File: src/verilog/sdci_defines.vh
// Purpose: shared constants for the sdram command and init block
// Assumes: included by bare name by sdci_core, the bench and the property checker
// Notes:   command codes are the decoded form presented on cmd_i
`ifndef SDCI_DEFINES_VH
`define SDCI_DEFINES_VH

// ==========================================================
// command codes (4 bits)
`define SDCI_CMD_DES     4'h0
`define SDCI_CMD_NOP     4'h1
`define SDCI_CMD_ACT     4'h2
`define SDCI_CMD_RD      4'h3
`define SDCI_CMD_WR      4'h4
`define SDCI_CMD_PRE     4'h5
`define SDCI_CMD_PREA    4'h6
`define SDCI_CMD_REF     4'h7
`define SDCI_CMD_ZQCL    4'h8
`define SDCI_CMD_ZQCS    4'h9
`define SDCI_CMD_MRS     4'hA

// ==========================================================
// address bit positions
`define SDCI_A_AP        10
`define SDCI_A_BC        12

// ==========================================================
// mode register field positions
`define SDCI_MR3_GEAR    3
`define SDCI_MR3_PDA     4
`define SDCI_MR4_MPS     1
`define SDCI_MR4_SPPR    5
`define SDCI_MR4_CAL_LO  6
`define SDCI_MR4_CAL_HI  8
`define SDCI_MR4_HPPR    13
`define SDCI_MR5_PAR_LO  0
`define SDCI_MR5_PAR_HI  2
`define SDCI_MR0_BL_LO   0
`define SDCI_MR0_BL_HI   1

// ==========================================================
// reset values of mode registers
`define SDCI_MR0_RST     18'h00000
`define SDCI_MR3_RST     18'h00000
`define SDCI_MR4_RST     18'h00000
`define SDCI_MR5_RST     18'h00000
`define SDCI_BL_FIXED8   2'h0
`define SDCI_BL_OTF      2'h1
`define SDCI_BL_FIXED4   2'h2

// ==========================================================
// timing: clock period in ps and beat counts
`define SDCI_CLK_PS      20000
`define SDCI_BURST8      4'h8
`define SDCI_BURST4      4'h4

`endif
File: src/verilog/sdci_bank_table.v
// Purpose: per-bank open-row table of the sdram command block
// Assumes: one command per clock, bank index already formed
// Notes:   one generate loop holds a valid flag and row per bank
`timescale 1ns/1ps

module sdci_bank_table #(
    parameter NBANK = 16,
    parameter BW    = 4,
    parameter RW    = 18
) (
    input  wire          clk_i,
    input  wire          resetn_i,
    input  wire          open_i,
    input  wire          close_i,
    input  wire          close_all_i,
    input  wire [BW-1:0] bank_i,
    input  wire [RW-1:0] row_i,
    output wire          is_open_o,
    output wire [RW-1:0] row_o
);

    wire [NBANK-1:0] open_vec;
    wire [RW-1:0]    rows [0:NBANK-1];

    // ==========================================================
    // per-bank state
    genvar g;
    generate
        for (g = 0; g < NBANK; g = g + 1) begin : g_bank
            reg          valid_reg;
            reg [RW-1:0] row_reg;
            localparam [BW-1:0] IDX = g;
            wire         hit = (bank_i == IDX);
            // close wins only when no open is aimed at this bank
            always @(posedge clk_i or negedge resetn_i) begin
                if (!resetn_i) begin
                    valid_reg <= 1'b0;
                    row_reg   <= {RW{1'b0}};
                end else if (open_i && hit) begin
                    valid_reg <= 1'b1;
                    row_reg   <= row_i;
                end else if (close_all_i || (close_i && hit)) begin
                    valid_reg <= 1'b0;
                end
            end
            assign open_vec[g] = valid_reg;
            assign rows[g]     = row_reg;
        end
    endgenerate

    assign is_open_o = open_vec[bank_i];
    assign row_o     = rows[bank_i];

endmodule // sdci_bank_table

File: src/verilog/sdci_core.v
// Functional notes
// - x8 part: sixteen banks in four groups of four.
// - x16 part: eight banks in two groups of four.
// - each access moves eight n-bit beats, two per clock, over four clocks.
// - bursts run eight beats, or four when chopped, from the start column; the code sends the low byte first whatever the column.
// - ACTIVE must open a row before READ or WRITE to that bank.
// - ACTIVE takes bank group from BG, bank from BA, row from A.
// - x16 uses only BG0 as bank group select.
// - READ/WRITE take column from address; A10 requests auto precharge.
// - with on-the-fly enabled, A12 picks chop four or burst eight.
// - write forms WR, WRS4, WRS8, auto-precharge forms, optional CRC.
// - refresh covers normal and fine grain; long and short calibration exist.
// - third mode register bits 3 and 4 default to zero.
// - fourth mode register bits 1, 8:6, 13, 5 default to zero.
// - fifth mode register parity latency bits 2:0 default to zero.
// - termination stays high impedance until clock enable registered high.
//
// Purpose: command decode, bank/row tracking, burst timing and mode defaults
// Assumes: command pins are synchronous to clk_i; dram reset pin is resetn_i
// Notes:   ck_i is sampled as a link clock; beats advance on both its edges
//
// Decided for this implementation: the register offsets and the plain strobed port.
`timescale 1ns/1ps
`include "sdci_defines.vh"

module sdci_core #(
    parameter X16      = 0,
    parameter DQ_W     = 8,
    parameter COL_W    = 10,
    parameter ROW_W    = 18
) (
    input  wire              clk_i,
    input  wire              resetn_i,
    input  wire              ck_i,
    input  wire              cke_i,
    input  wire              boundary_scan_enable_i,
    input  wire [3:0]        cmd_i,
    input  wire [1:0]        bg_i,
    input  wire [1:0]        ba_i,
    input  wire [17:0]       addr_i,
    input  wire              crc_en_i,
    input  wire [DQ_W*8-1:0] wdata_i,
    input  wire [DQ_W*8-1:0] rdata_i,
    output reg               core_rd_o,
    output reg               core_wr_o,
    output reg  [3:0]        core_bank_o,
    output reg  [ROW_W-1:0]  core_row_o,
    output reg  [COL_W-1:0]  core_col_o,
    output reg  [DQ_W*8-1:0] core_wdata_o,
    output reg  [DQ_W-1:0]   dq_o,
    output reg               dq_oe_o,
    output reg               burst_busy_o,
    output reg               burst_chop_o,
    output reg               auto_pre_o,
    output reg               write_crc_o,
    output reg               refresh_o,
    output reg               zq_long_o,
    output reg               zq_short_o,
    output reg               odt_hiz_o,
    output reg               proto_err_o,
    output reg               nop_seen_o,
    output reg  [17:0]       third_mode_register_o,
    output reg  [17:0]       fourth_mode_register_o,
    output reg  [17:0]       fifth_mode_register_o
);

    localparam NBANK = X16 ? 8 : 16;
    localparam BIDLE = 2'h0;
    localparam BRUN  = 2'h1;

    // ==========================================================
    // link clock and boundary-scan synchronisers
    reg [1:0] ck_sync_reg;
    reg       ck_last_reg;
    reg [1:0] ten_sync_reg;
    // first stage feeds only the second stage
    always @(posedge clk_i or negedge resetn_i) begin
        if (!resetn_i) begin
            ck_sync_reg  <= 2'h0;
            ck_last_reg  <= 1'b0;
            ten_sync_reg <= 2'h0;
        end else begin
            ck_sync_reg  <= {ck_sync_reg[0], ck_i};
            ck_last_reg  <= ck_sync_reg[1];
            ten_sync_reg <= {ten_sync_reg[0], boundary_scan_enable_i};
        end
    end
    // every transition of ck is one pin beat, so two per clock period
    wire ck_edge = ck_sync_reg[1] ^ ck_last_reg;
    wire scan_mode = ten_sync_reg[1];

    // ==========================================================
    // command qualification
    // commands only count once cke has been seen high after reset
    reg  cke_seen_reg;
    wire cmd_live = cke_seen_reg && cke_i && !scan_mode;
    wire is_act   = cmd_live && (cmd_i == `SDCI_CMD_ACT);
    wire is_rd    = cmd_live && (cmd_i == `SDCI_CMD_RD);
    wire is_wr    = cmd_live && (cmd_i == `SDCI_CMD_WR);
    wire is_pre   = cmd_live && (cmd_i == `SDCI_CMD_PRE);
    wire is_prea  = cmd_live && (cmd_i == `SDCI_CMD_PREA);
    wire is_mrs   = cmd_live && (cmd_i == `SDCI_CMD_MRS);

    // ==========================================================
    // bank index: x16 drops bg1
    wire [3:0] bank_idx = X16 ? {1'b0, bg_i[0], ba_i}
                              : {bg_i, ba_i};

    reg [1:0]  bl_mode_reg;
    reg        ap_close_reg;
    reg [3:0]  ap_bank_reg;

    wire        bank_open;
    wire [17:0] bank_row;

    sdci_bank_table #(
        .NBANK (NBANK),
        .BW    (4),
        .RW    (18)
    ) u_banks (
        .clk_i       (clk_i),
        .resetn_i    (resetn_i),
        .open_i      (is_act),
        .close_i     (is_pre || ap_close_reg),
        .close_all_i (is_prea),
        .bank_i      (ap_close_reg ? ap_bank_reg : bank_idx),
        .row_i       (addr_i),
        .is_open_o   (bank_open),
        .row_o       (bank_row)
    );

    // access accepted if the bank_idx bank is open; while ap_close_reg is set, only if the ap_bank_reg bank is open
    wire rw_ok  = (is_rd || is_wr) && bank_open;
    wire rw_bad = (is_rd || is_wr) && !bank_open;

    // ==========================================================
    // burst length choice
    reg chop_next;
    always @* begin
        case (bl_mode_reg)
            `SDCI_BL_OTF:    chop_next = !addr_i[`SDCI_A_BC];
            `SDCI_BL_FIXED4: chop_next = 1'b1;
            default:         chop_next = 1'b0;
        endcase
    end

    // ==========================================================
    // burst engine
    reg [1:0]        bstate_reg;
    reg [3:0]        beat_reg;
    reg [3:0]        beats_reg;
    reg              bwrite_reg;
    reg [DQ_W*8-1:0] shift_reg;
    reg [DQ_W*8-1:0] wacc_reg;

    // a read or write that lands mid-burst restarts the engine; the controller
    // spaces bursts, and cutting the old one short is the simpler hazard
    always @(posedge clk_i or negedge resetn_i) begin
        if (!resetn_i) begin
            bstate_reg   <= BIDLE;
            beat_reg     <= 4'h0;
            beats_reg    <= 4'h0;
            bwrite_reg   <= 1'b0;
            shift_reg    <= {DQ_W*8{1'b0}};
            wacc_reg     <= {DQ_W*8{1'b0}};
            core_rd_o    <= 1'b0;
            core_wr_o    <= 1'b0;
            core_bank_o  <= 4'h0;
            core_row_o   <= {ROW_W{1'b0}};
            core_col_o   <= {COL_W{1'b0}};
            core_wdata_o <= {DQ_W*8{1'b0}};
            dq_o         <= {DQ_W{1'b0}};
            dq_oe_o      <= 1'b0;
            burst_busy_o <= 1'b0;
            burst_chop_o <= 1'b0;
            auto_pre_o   <= 1'b0;
            write_crc_o  <= 1'b0;
            ap_close_reg <= 1'b0;
            ap_bank_reg  <= 4'h0;
        end else begin
            core_rd_o    <= 1'b0;
            core_wr_o    <= 1'b0;
            ap_close_reg <= 1'b0;
            if (rw_ok) begin
                // one 8n core word per access
                core_rd_o    <= is_rd;
                core_bank_o  <= bank_idx;
                core_row_o   <= bank_row[ROW_W-1:0];
                core_col_o   <= addr_i[COL_W-1:0];
                auto_pre_o   <= addr_i[`SDCI_A_AP];
                write_crc_o  <= is_wr && crc_en_i;
                burst_chop_o <= chop_next;
                beats_reg    <= chop_next ? `SDCI_BURST4 : `SDCI_BURST8;
                beat_reg     <= 4'h0;
                bwrite_reg   <= is_wr;
                shift_reg    <= rdata_i;
                wacc_reg     <= wdata_i;
                bstate_reg   <= BRUN;
                burst_busy_o <= 1'b1;
                dq_oe_o      <= is_rd;
            end else begin
                case (bstate_reg)
                    BIDLE: begin
                        dq_oe_o <= 1'b0;
                    end
                    BRUN: begin
                        if (ck_edge) begin
                            // beats leave low byte first, whatever the start column
                            dq_o      <= shift_reg[DQ_W-1:0];
                            shift_reg <= shift_reg >> DQ_W;
                            beat_reg  <= beat_reg + 4'h1;
                            if (beat_reg == beats_reg - 4'h1) begin
                                bstate_reg   <= BIDLE;
                                burst_busy_o <= 1'b0;
                                dq_oe_o      <= 1'b0;
                                core_wr_o    <= bwrite_reg;
                                core_wdata_o <= wacc_reg;
                                ap_close_reg <= auto_pre_o;
                                ap_bank_reg  <= core_bank_o;
                            end
                        end
                    end
                    default: begin
                        bstate_reg <= BIDLE;
                    end
                endcase
            end
        end
    end

    // ==========================================================
    // mode registers: defaults on reset, loaded by mode register set
    always @(posedge clk_i or negedge resetn_i) begin
        if (!resetn_i) begin
            third_mode_register_o  <= `SDCI_MR3_RST;
            fourth_mode_register_o <= `SDCI_MR4_RST;
            fifth_mode_register_o  <= `SDCI_MR5_RST;
            bl_mode_reg            <= `SDCI_BL_FIXED8;
        end else if (is_mrs) begin
            case ({bg_i[0], ba_i})
                3'h0: bl_mode_reg            <= addr_i[`SDCI_MR0_BL_HI:`SDCI_MR0_BL_LO];
                3'h3: third_mode_register_o  <= addr_i;
                3'h4: fourth_mode_register_o <= addr_i;
                3'h5: fifth_mode_register_o  <= addr_i;
                default: bl_mode_reg <= bl_mode_reg;
            endcase
        end
    end

    // ==========================================================
    // cke history, termination, side commands and error flags
    always @(posedge clk_i or negedge resetn_i) begin
        if (!resetn_i) begin
            cke_seen_reg <= 1'b0;
            odt_hiz_o    <= 1'b1;
            refresh_o    <= 1'b0;
            zq_long_o    <= 1'b0;
            zq_short_o   <= 1'b0;
            proto_err_o  <= 1'b0;
            nop_seen_o   <= 1'b0;
        end else begin
            if (cke_i) begin
                cke_seen_reg <= 1'b1;
                odt_hiz_o    <= 1'b0;
            end
            refresh_o   <= cmd_live && (cmd_i == `SDCI_CMD_REF);
            zq_long_o   <= cmd_live && (cmd_i == `SDCI_CMD_ZQCL);
            zq_short_o  <= cmd_live && (cmd_i == `SDCI_CMD_ZQCS);
            proto_err_o <= rw_bad;
            // stray nop is reported, not acted on
            nop_seen_o  <= cmd_live && (cmd_i == `SDCI_CMD_NOP);
        end
    end

endmodule // sdci_core

File: config.mk
export PLATFORM = sky130hd
export DESIGN_NAME = sdci_core
export DESIGN_NICKNAME = d
export VERILOG_FILES = /design/src/verilog/sdci_bank_table.v /design/src/verilog/sdci_core.v
export VERILOG_INCLUDE_DIRS = /design/src /design/src/verilog
export SDC_FILE = /design/constraint.sdc
export NUM_CORES = 1
export LEC_CHECK = 0
export ABC_CLOCK_PERIOD_IN_PS = 3390
export BUFFER_PORTS_ARGS = -buffer_cell sky130_fd_sc_hd__buf_2
export CAP_MARGIN = 20
export CELL_PAD_IN_SITES_DETAIL_PLACEMENT = 0
export CELL_PAD_IN_SITES_GLOBAL_PLACEMENT = 2
export CORE_MARGIN = 2
export CORE_UTILIZATION = 41
export CTS_CLUSTER_DIAMETER = 30
export DETAILED_ROUTE_END_ITERATION = 6
export GPL_TIMING_DRIVEN = 0
export HOLD_SLACK_MARGIN = 0.08
export PLACE_DENSITY = 0.86
export SLEW_MARGIN = 5
export SYNTH_ARGS = -nofsm -noshare
export SYNTH_HDL_FRONTEND = slang
export SYNTH_SLANG_ARGS = --single-unit
File: constraint.sdc
create_clock -name clk_i -period 3.39 [get_ports clk_i]
set_input_delay 0.5085 -clock clk_i [delete_from_list [all_inputs] [get_ports clk_i]]
set_output_delay 0.5085 -clock clk_i [all_outputs]
set_load 0.05 [all_outputs]
==> results of run 1 <==
repair_timing:
item,4_1_cts,5_1_grt
resized for setup,16,18
endpoints found under the hold margin,195,0
setup endpoints to repair,96,136
buffers inserted,0,8
hold buffers,92,0
pin swaps,0,4
path summary, 6_finish.rpt:
check                                            endpoint  slack [ns]  cells after the start
max                        u_banks.g_bank[15].row_reg[10]        0.03                      8
min                                         shift_reg[18]        0.11                      3
max reg2reg                u_banks.g_bank[15].row_reg[10]        0.03                      8
min reg2reg                               ten_sync_reg[1]        0.35                      0
max in group asynchronous  u_banks.g_bank[10].row_reg[15]        0.86                      5
min in group asynchronous                   shift_reg[17]        0.49                      2
report_power, final:
group          switching, µW  internal, µW  total [µW]
registers                511          8380        8890
logic                   2250          1200        3450
clock network           4170          9240       13400
total                   6930         18800       25800
kinds of logic (layout without fill, tap and decap cells):
group | count (synthesis) | count (layout)
DFF | 623 | 623
muxes | 601 | 601
and+or+nand+nor | 305 | 305
buffers and inverters | 171 | 832
AOI/OAI and AO/OA | 154 | 154
xor gates and xnor gates | 5 | 5
adders and majority gates | 3 | 3
other | 0 | 1
worst reg2reg max path: cells and delay by family, from the launching register on:
kind,cells,cell delay [ns]
mux,1,0.39
buf+inv,2,0.72
simple gates,5,1.77
flops,1,0.35
synth_stat cells (all sizes together), types with 12 or more instances:
library cell	count
nand2	170
a31oi	57
and3	12
dfrtp	622
mux4	72
a31o	16
nor2	23
buf	79
nor3	58
mux2	515
mux2i	14
a21oi	12
a22oi	37
inv	18
clkbuf	74
per-layer routing:
layer	global-route usage [%]	vias to the layer above	wire length, µm	share of wire [%]
met5	0	-	8	0.011
li1	-	7880	-	-
met2	37.8	563	37100	49
met1	29.2	9351	31800	42
met3	6.69	139	5060	6.7
met4	7.61	2	1910	2.5
through the flow:
stage / hold slack (ns) / total power [µW] / cells / setup WS (ns) / setup TNS, ns
floorplan: 0.213 / 11200 / 1862 / 0.746 / 0
global placement: 0.340 / 12200 / 3030 / -10.50 / -6516.62
detailed placement: 0.341 / 12300 / 3035 / -0.500 / -53.71
CTS: 0.0802 / 26000 / 3371 / -0.00485 / -0.00485
global route: 0.0961 / 26700 / 3378 / -0.0183 / -0.0183
finish: 0.108 / 25800 / 3379 / 0.0268 / 0
area by class of cell:
class                           count  share of cell area (%)
Timing Repair Buffer              418                    7.69
Multi-Input combinational cell   1068                    29.1
Clock buffer                      181                    11.0
Sequential cell                   623                    44.5
Tap cell                          855                    3.05
Clock inverter                     63                    2.46
Buffer                            152                    2.01
Inverter                           18                   0.193
Antenna cell                        1                 0.00714
==> results.txt, run 1 <==
- Router iterations before antenna repair: 5
- The routed design could run at a clock period as short as 3.36 ns.
* Period Utilization, post-route: a little under 100%
- In this run, the number of DRC markers left after iteration 0 of detailed routing was approximately 1.2k.
* Commonest non-fill, non-tap cell in the layout: sky130_fd_sc_hd__dfrtp_1
- The die is ~260 µm tall.
- After synthesis, the largest area contributor takes up between 50% and 60% of total cell area.
* Measured slew at the worst slew-check pin: approximately 1.1 ns
- For the worst setup path, the data required time is approximately 4 ns.
- In this run the deepest clock path goes through 3 buffers.
* Proportion of synthesized area in mux cells: about 29%
- Sinks on the clock net: 623
- Of the cells placed in the final design, the portion with a size suffix greater than 1 is between 40% and 50%.
* Delay of the slowest cell on the worst path: 0.46 ns
* Power density normalized to cell area: between 700 and 800 nW/µm²
- The routed layout has 17.9k vias.
- Final hold violations: 0
* Reg2Reg Launch Point: ten_sync_reg[1]
- Standby leakage power: approximately 0.017 µW
- Pin count of the biggest net entering global routing: around 120
* Mean number of vias per cell: about 5.3
* Dominant combinational cell family by area after synthesis: multiplexers
* Prevailing post-synth register cell: sky130_fd_sc_hd__dfrtp_1
* Post-synthesis async set-or-reset flop share: between 90% and 100%
* Crit path max-delay family: simple AND/OR/NAND/NOR gates
* Clock Skew: roughly 0.028 ns
- Measured along the x axis, the die boundary spans 258 µm.
* Critical path capture point type: flop
- Once detailed placement completed, the half-perimeter wirelength came to 51.3 mm.
* Hold path startpoint: rdata_i[18]
- The worst hold path belongs to the class in -> reg.
- Initial core utilization: roughly 41%
- Number of levels in the clock H-tree: 4
- After detailed routing, the number of remaining DRC violations is 0.
* Synthesized net count: between 2k and 2.5k
* Initial antenna violation count: 1
* Layout Cell Area excl Fill: approximately 35000 µm²
* Total number of nets in the final design: 2580
- The register with the most flip-flops in the layout has between 200 and 300 of them.
- The share of the Yosys chip area taken by registers is between 50% and 60%.
- Final Core Density: a little over half
* Gp weighted congestion: ~0.83
- The critical path is of the reg -> reg type.
- Average wire length per cell after detail routing: about 22 µm
- CP Cell Sequence: nand3b_1, nor3b_2, nor3b_2, buf_2, nand2_1, nor2_4, buf_2, mux2_2
* #FFs+latches synth: around 620
- Io pins: 331
- Aggregate global routing overflow: 0
- TritonCTS buffer count: between 100 and 150
- After Yosys synthesis, and, or, nand and nor cells account for under 10% of the synthesized area.
- At the worst endpoint, the arrival time is about 3.9 ns.
- Highest achievable clock rate: 297 MHz
- Worst setup path start: ten_sync_reg[1]
- The worst setup path is launched from a flop.
- Clock-pin slew was measured on the worst setup and hold paths at roughly 0.040 ns.
* Peak supply drop: around 0.49 mV
* Global-route wire length before repair: 116 mm
- CP bufs+invs: 2
- In this run, synthesis inferred 0 flip-flops with an integrated enable.
- In the layout the commonest cells are 622 x sky130_fd_sc_hd__dfrtp_1, 501 x sky130_fd_sc_hd__mux2_2, 363 x sky130_fd_sc_hd__buf_2.
- Status: finished, final reports clean
- The layout has roughly 5.3k filler cells.
* Max Transition Viols Final: 0
* Avg Cell Area, Syn: around 14 µm²
* Rel. slew slack: about 28%
- Standard cell area after detailed placement: around 29000 µm²
* Relative area change from synthesis to final layout: 32.4%
* Cell type contributing the most total cell area after synthesis: sky130_fd_sc_hd__dfrtp_1
* Clock insertion delay at the later pin of the skew report: 0.71 ns
- Std cell rows: between 90 and 100
- Count of buffers inserted at the top-level ports: 313
* Register Area: about 16000 µm²
- Worst Path Max Fanout: 10
* Vias in the first global route: ~19k
- By area the synthesized netlist is led by sky130_fd_sc_hd__dfrtp_1 59%, sky130_fd_sc_hd__mux2_2 21%, sky130_fd_sc_hd__mux4_2 6.1%.
- TritonCTS clock tree: done
* Master of the slowest instance on the critical path: sky130_fd_sc_hd__nor3b_2
- Global routing used 23.0% of the available tracks.
* Area used by multi-input combinational logic: between 10000 and 15000 µm²
- The tree is rooted in a sky130_fd_sc_hd__clkbuf_16.
- Across the run, the number of max-cap violations was 0.
* Fraction of synthesized cell area in xor and xnor cells: less than 1%
- Wires add up to around 76 mm.
- The die covers ~67000 µm².
* Share of synthesized cell area in full adder, half adder and majority cells: less than 1%
* Placeable core region: about 64000 µm²
- Fraction of the mapped netlist area in compound gates: about 4.2%
- After synthesis, the netlist uses 54 different library cells.
- RSZ-0062 raised after global routing: true
* Number of instances in the synthesized netlist: around 1.9k
* Post-Syn Area: roughly 26000 µm²
* Setup violators final: 0
- Warnings from Yosys: 0
- Once detail routing completed, the nets flagged for antenna violations numbered 0.
Power figures use the tool's default switching activity.
==> run 2: changes to the inputs <==
--- a/config.mk
+++ b/config.mk
@@ -16,5 +16,4 @@
 export CTS_CLUSTER_DIAMETER = 30
 export DETAILED_ROUTE_END_ITERATION = 6
-export GPL_TIMING_DRIVEN = 0
 export HOLD_SLACK_MARGIN = 0.08
 export PLACE_DENSITY = 0.86
==> constraint.sdc (replaced) <==
create_clock -name clk_i -period 3.39 [get_ports clk_i]
set_input_delay 0.678 -clock clk_i [delete_from_list [all_inputs] [get_ports clk_i]]
set_output_delay 0.678 -clock clk_i [all_outputs]
set_load 0.05 [all_outputs]
==> results.txt, run 2 (synthesis results as in run 1) <==
- Initial antenna violation count: 3
* Worst Path Max Fanout: 47
* Root buffer cell: sky130_fd_sc_hd__clkbuf_16
* CP Cell Sequence: nand2b_1, o32ai_1, o41ai_1, buf_4, nand4_4, o21ai_4, buf_12, mux2_2
* TritonCTS buffer count: 132
- The initial utilization of the core area, before any placement, comes to around two fifths.
- After floorplanning, the core was sized to cover 64100 µm².
- The first global-routing pass estimated ~110 mm of wire.
* Average wire length per cell after detail routing: between 20 and 25 µm
- After the first detailed-routing iteration, the DRC count stood at about 1.2k.
- STA classifies the critical path startpoint as a flop.
* Worst slack on hold paths: around 0.14 ns
- Setup slack of the worst register-to-register path: 0.44 ns
- The register with the most flip-flops in the layout has ~290 of them.
- The final count of pins violating max slew was 0.
- Router iterations before antenna repair: 5
* Sinks on the clock net: between 600 and 700
- Drc violations: 0
- The number of endpoints with negative hold slack in the final report came to 0.
* Count of antenna-violating nets left after detailed routing: 0
- The congestion estimate from routability-driven global placement came to around 0.86.
- Commonest non-fill, non-tap cell in the layout: sky130_fd_sc_hd__dfrtp_1
* Worst Setup Slack post-DPL: 0.263 ns
* Highest achievable clock rate: 339 MHz
- The most critical setup path has its endpoint at core_wdata_o[18].
* Fin crit period: between 2 and 3 ns
* Standard cell area after detailed placement: 29500 µm²
- Max_cap viols: 0
- For this run, the slowest stage of the critical path takes 0.66 ns.
* Count of buffers inserted at the top-level ports: 330
* Clock Skew: 0.0219 ns
* Vias in the first global route: around 19k
- Summed over all layers, the routed wires come to between 70 and 80 mm.
- Aggregate global routing overflow: 0
* Share of cells above drive strength 1: between 50% and 60%
* Via count: between 15k and 20k
- Die Footprint: ~67000 µm²
- For this design the top-level I/O count stands at 331.
- Hpwl dp: 44.9 mm
- TritonCTS clock tree: done
* RSZ-0062 raised after global routing: false
- Classification of the worst-slack hold path: in -> reg
- Rel. slew slack: 48.5%
* Worst setup path start: ap_close_reg
- In the global route stage, overall resource usage came out at a little over a fifth.
- Critical path class: reg -> reg
- Measured in cells, the most critical reg-to-reg path has a length of 8.
* Data required time at the worst endpoint: just under 4 ns
- After clock tree synthesis, the clock-pin slew on the worst setup and hold paths is 0.05 ns.
- Relative to the synthesized area, the layout overhead comes to 29.6%.
- Mean number of vias per cell: about 5.4
- Std cell rows: 93
* Width of the die: roughly 260 µm
- The run finished with clean final reports.
- Counting along the longest clock path gives a buffer depth of 3.
* Pin count of the biggest net entering global routing: a little under 90
- Die Ht: around 260 µm
- Summed over all cells, the static leakage comes to 0.0171 µW.
* Number of levels in the clock H-tree: 4
- Worst path setup slack after routing: 0.439 ns
- At the end of the flow the core is filled with cells to a little over half.
- Critical path capture point type: flop
- Once the clock tree was built, the setup fixing pass inserted 0 buffers.
- The clock reaches the later pin of the worst-skew pair after just over 0.7 ns.
- Reg2Reg Launch Point: ap_close_reg
- Master of the slowest instance on the critical path: sky130_fd_sc_hd__dfrtp_1
- In the finished design, the share of the clock period the worst path needs comes to ~87%.
* Worst R2R End: core_wdata_o[18]
- Measured slew at the worst slew-check pin: 0.773 ns
- The final layout contains 2415 nets.
* Highest-count cells in the layout ignoring fill and taps: 622 x sky130_fd_sc_hd__dfrtp_1, 501 x sky130_fd_sc_hd__mux2_2, 329 x sky130_fd_sc_hd__buf_2
* Power density normalized to cell area: 749 nW/µm²
- After routing the design area is between 30000 and 40000 µm².
* Arrival time at the worst endpoint: roughly 3.5 ns
* Final sum of negative setup slack: 0 ns
- Setup violators final: 0
- VDD sags by at most 0.493 mV.
[run 2: cell types whose count changed in the layout (fill, tap and decap cells not counted), sizes merged]
cell and delta:
diode +1, bufinv +6, inv +8, buf +6
clkdlybuf4s15 -1, clkbuf -89, dlygate4sd3 -89, clkinv -4
clkinvlp -3
[run 2: layout make-up]
type,instances,area (µm²)
Fill cell,5347,29800
Sequential cell,623,15600
Multi-Input combinational cell,1068,10200
Clock buffer,169,3580
Timing Repair Buffer,409,2630
Clock inverter,70,1160
Tap cell,855,1070
Inverter,18,67.6
Antenna cell,2,5.00
[run 2: worst min path at each step]
stage / startpoint / to / depth (start not counted)
after CTS: cke_i / odt_hiz_o / 2
after floorplan: ck_sync_reg[0] / ck_sync_reg[1] / 0
after detailed placement: ck_sync_reg[0] / ck_sync_reg[1] / 0
final: cke_i / odt_hiz_o / 2
after global routing: cke_i / odt_hiz_o / 2
after global placement: ten_sync_reg[0] / ten_sync_reg[1] / 0
[run 2: timing repair]
item / in CTS / in global routing
endpoints found under the hold margin: 73 / 0
hold buffers: 3 / 0
gates resized for setup: 0 / 0
setup endpoints to repair: 0 / 0
[run 2: stage by stage]
stage               total power [µW]  instances
floorplan                      11200       1862
global placement               12200       2970
detailed placement             12300       2970
CTS                            26000       3212
global route                   26700       3212
finish                         25700       3214
[run 2: metal layers]
metal | wire, µm | vias up | share of wire, % | GRT usage, %
met5 | 27 | - | 0.038 | 0
met4 | 1530 | 4 | 2.2 | 7.15
met3 | 4580 | 126 | 6.5 | 5.94
met2 | 34000 | 524 | 48 | 34.6
met1 | 30200 | 9037 | 43 | 28.3
li1 | - | 7572 | - | -
[run 2: report_power, final]
part           total [µW]  internal, µW  switching (µW)
combinational        3290          1130            2170
clock               13500          9270            4230
sequential           8900          8380             519
[run 2: worst max-delay path: cells and delay by family (launching register included)]
kind / cells / cell delay (ns)
AO/OA/AOI/OAI: 3 / 0.80
buffers and inverters: 2 / 0.48
flip-flops: 1 / 0.66
multiplexers: 1 / 0.38
AND/OR/NAND/NOR: 2 / 0.46
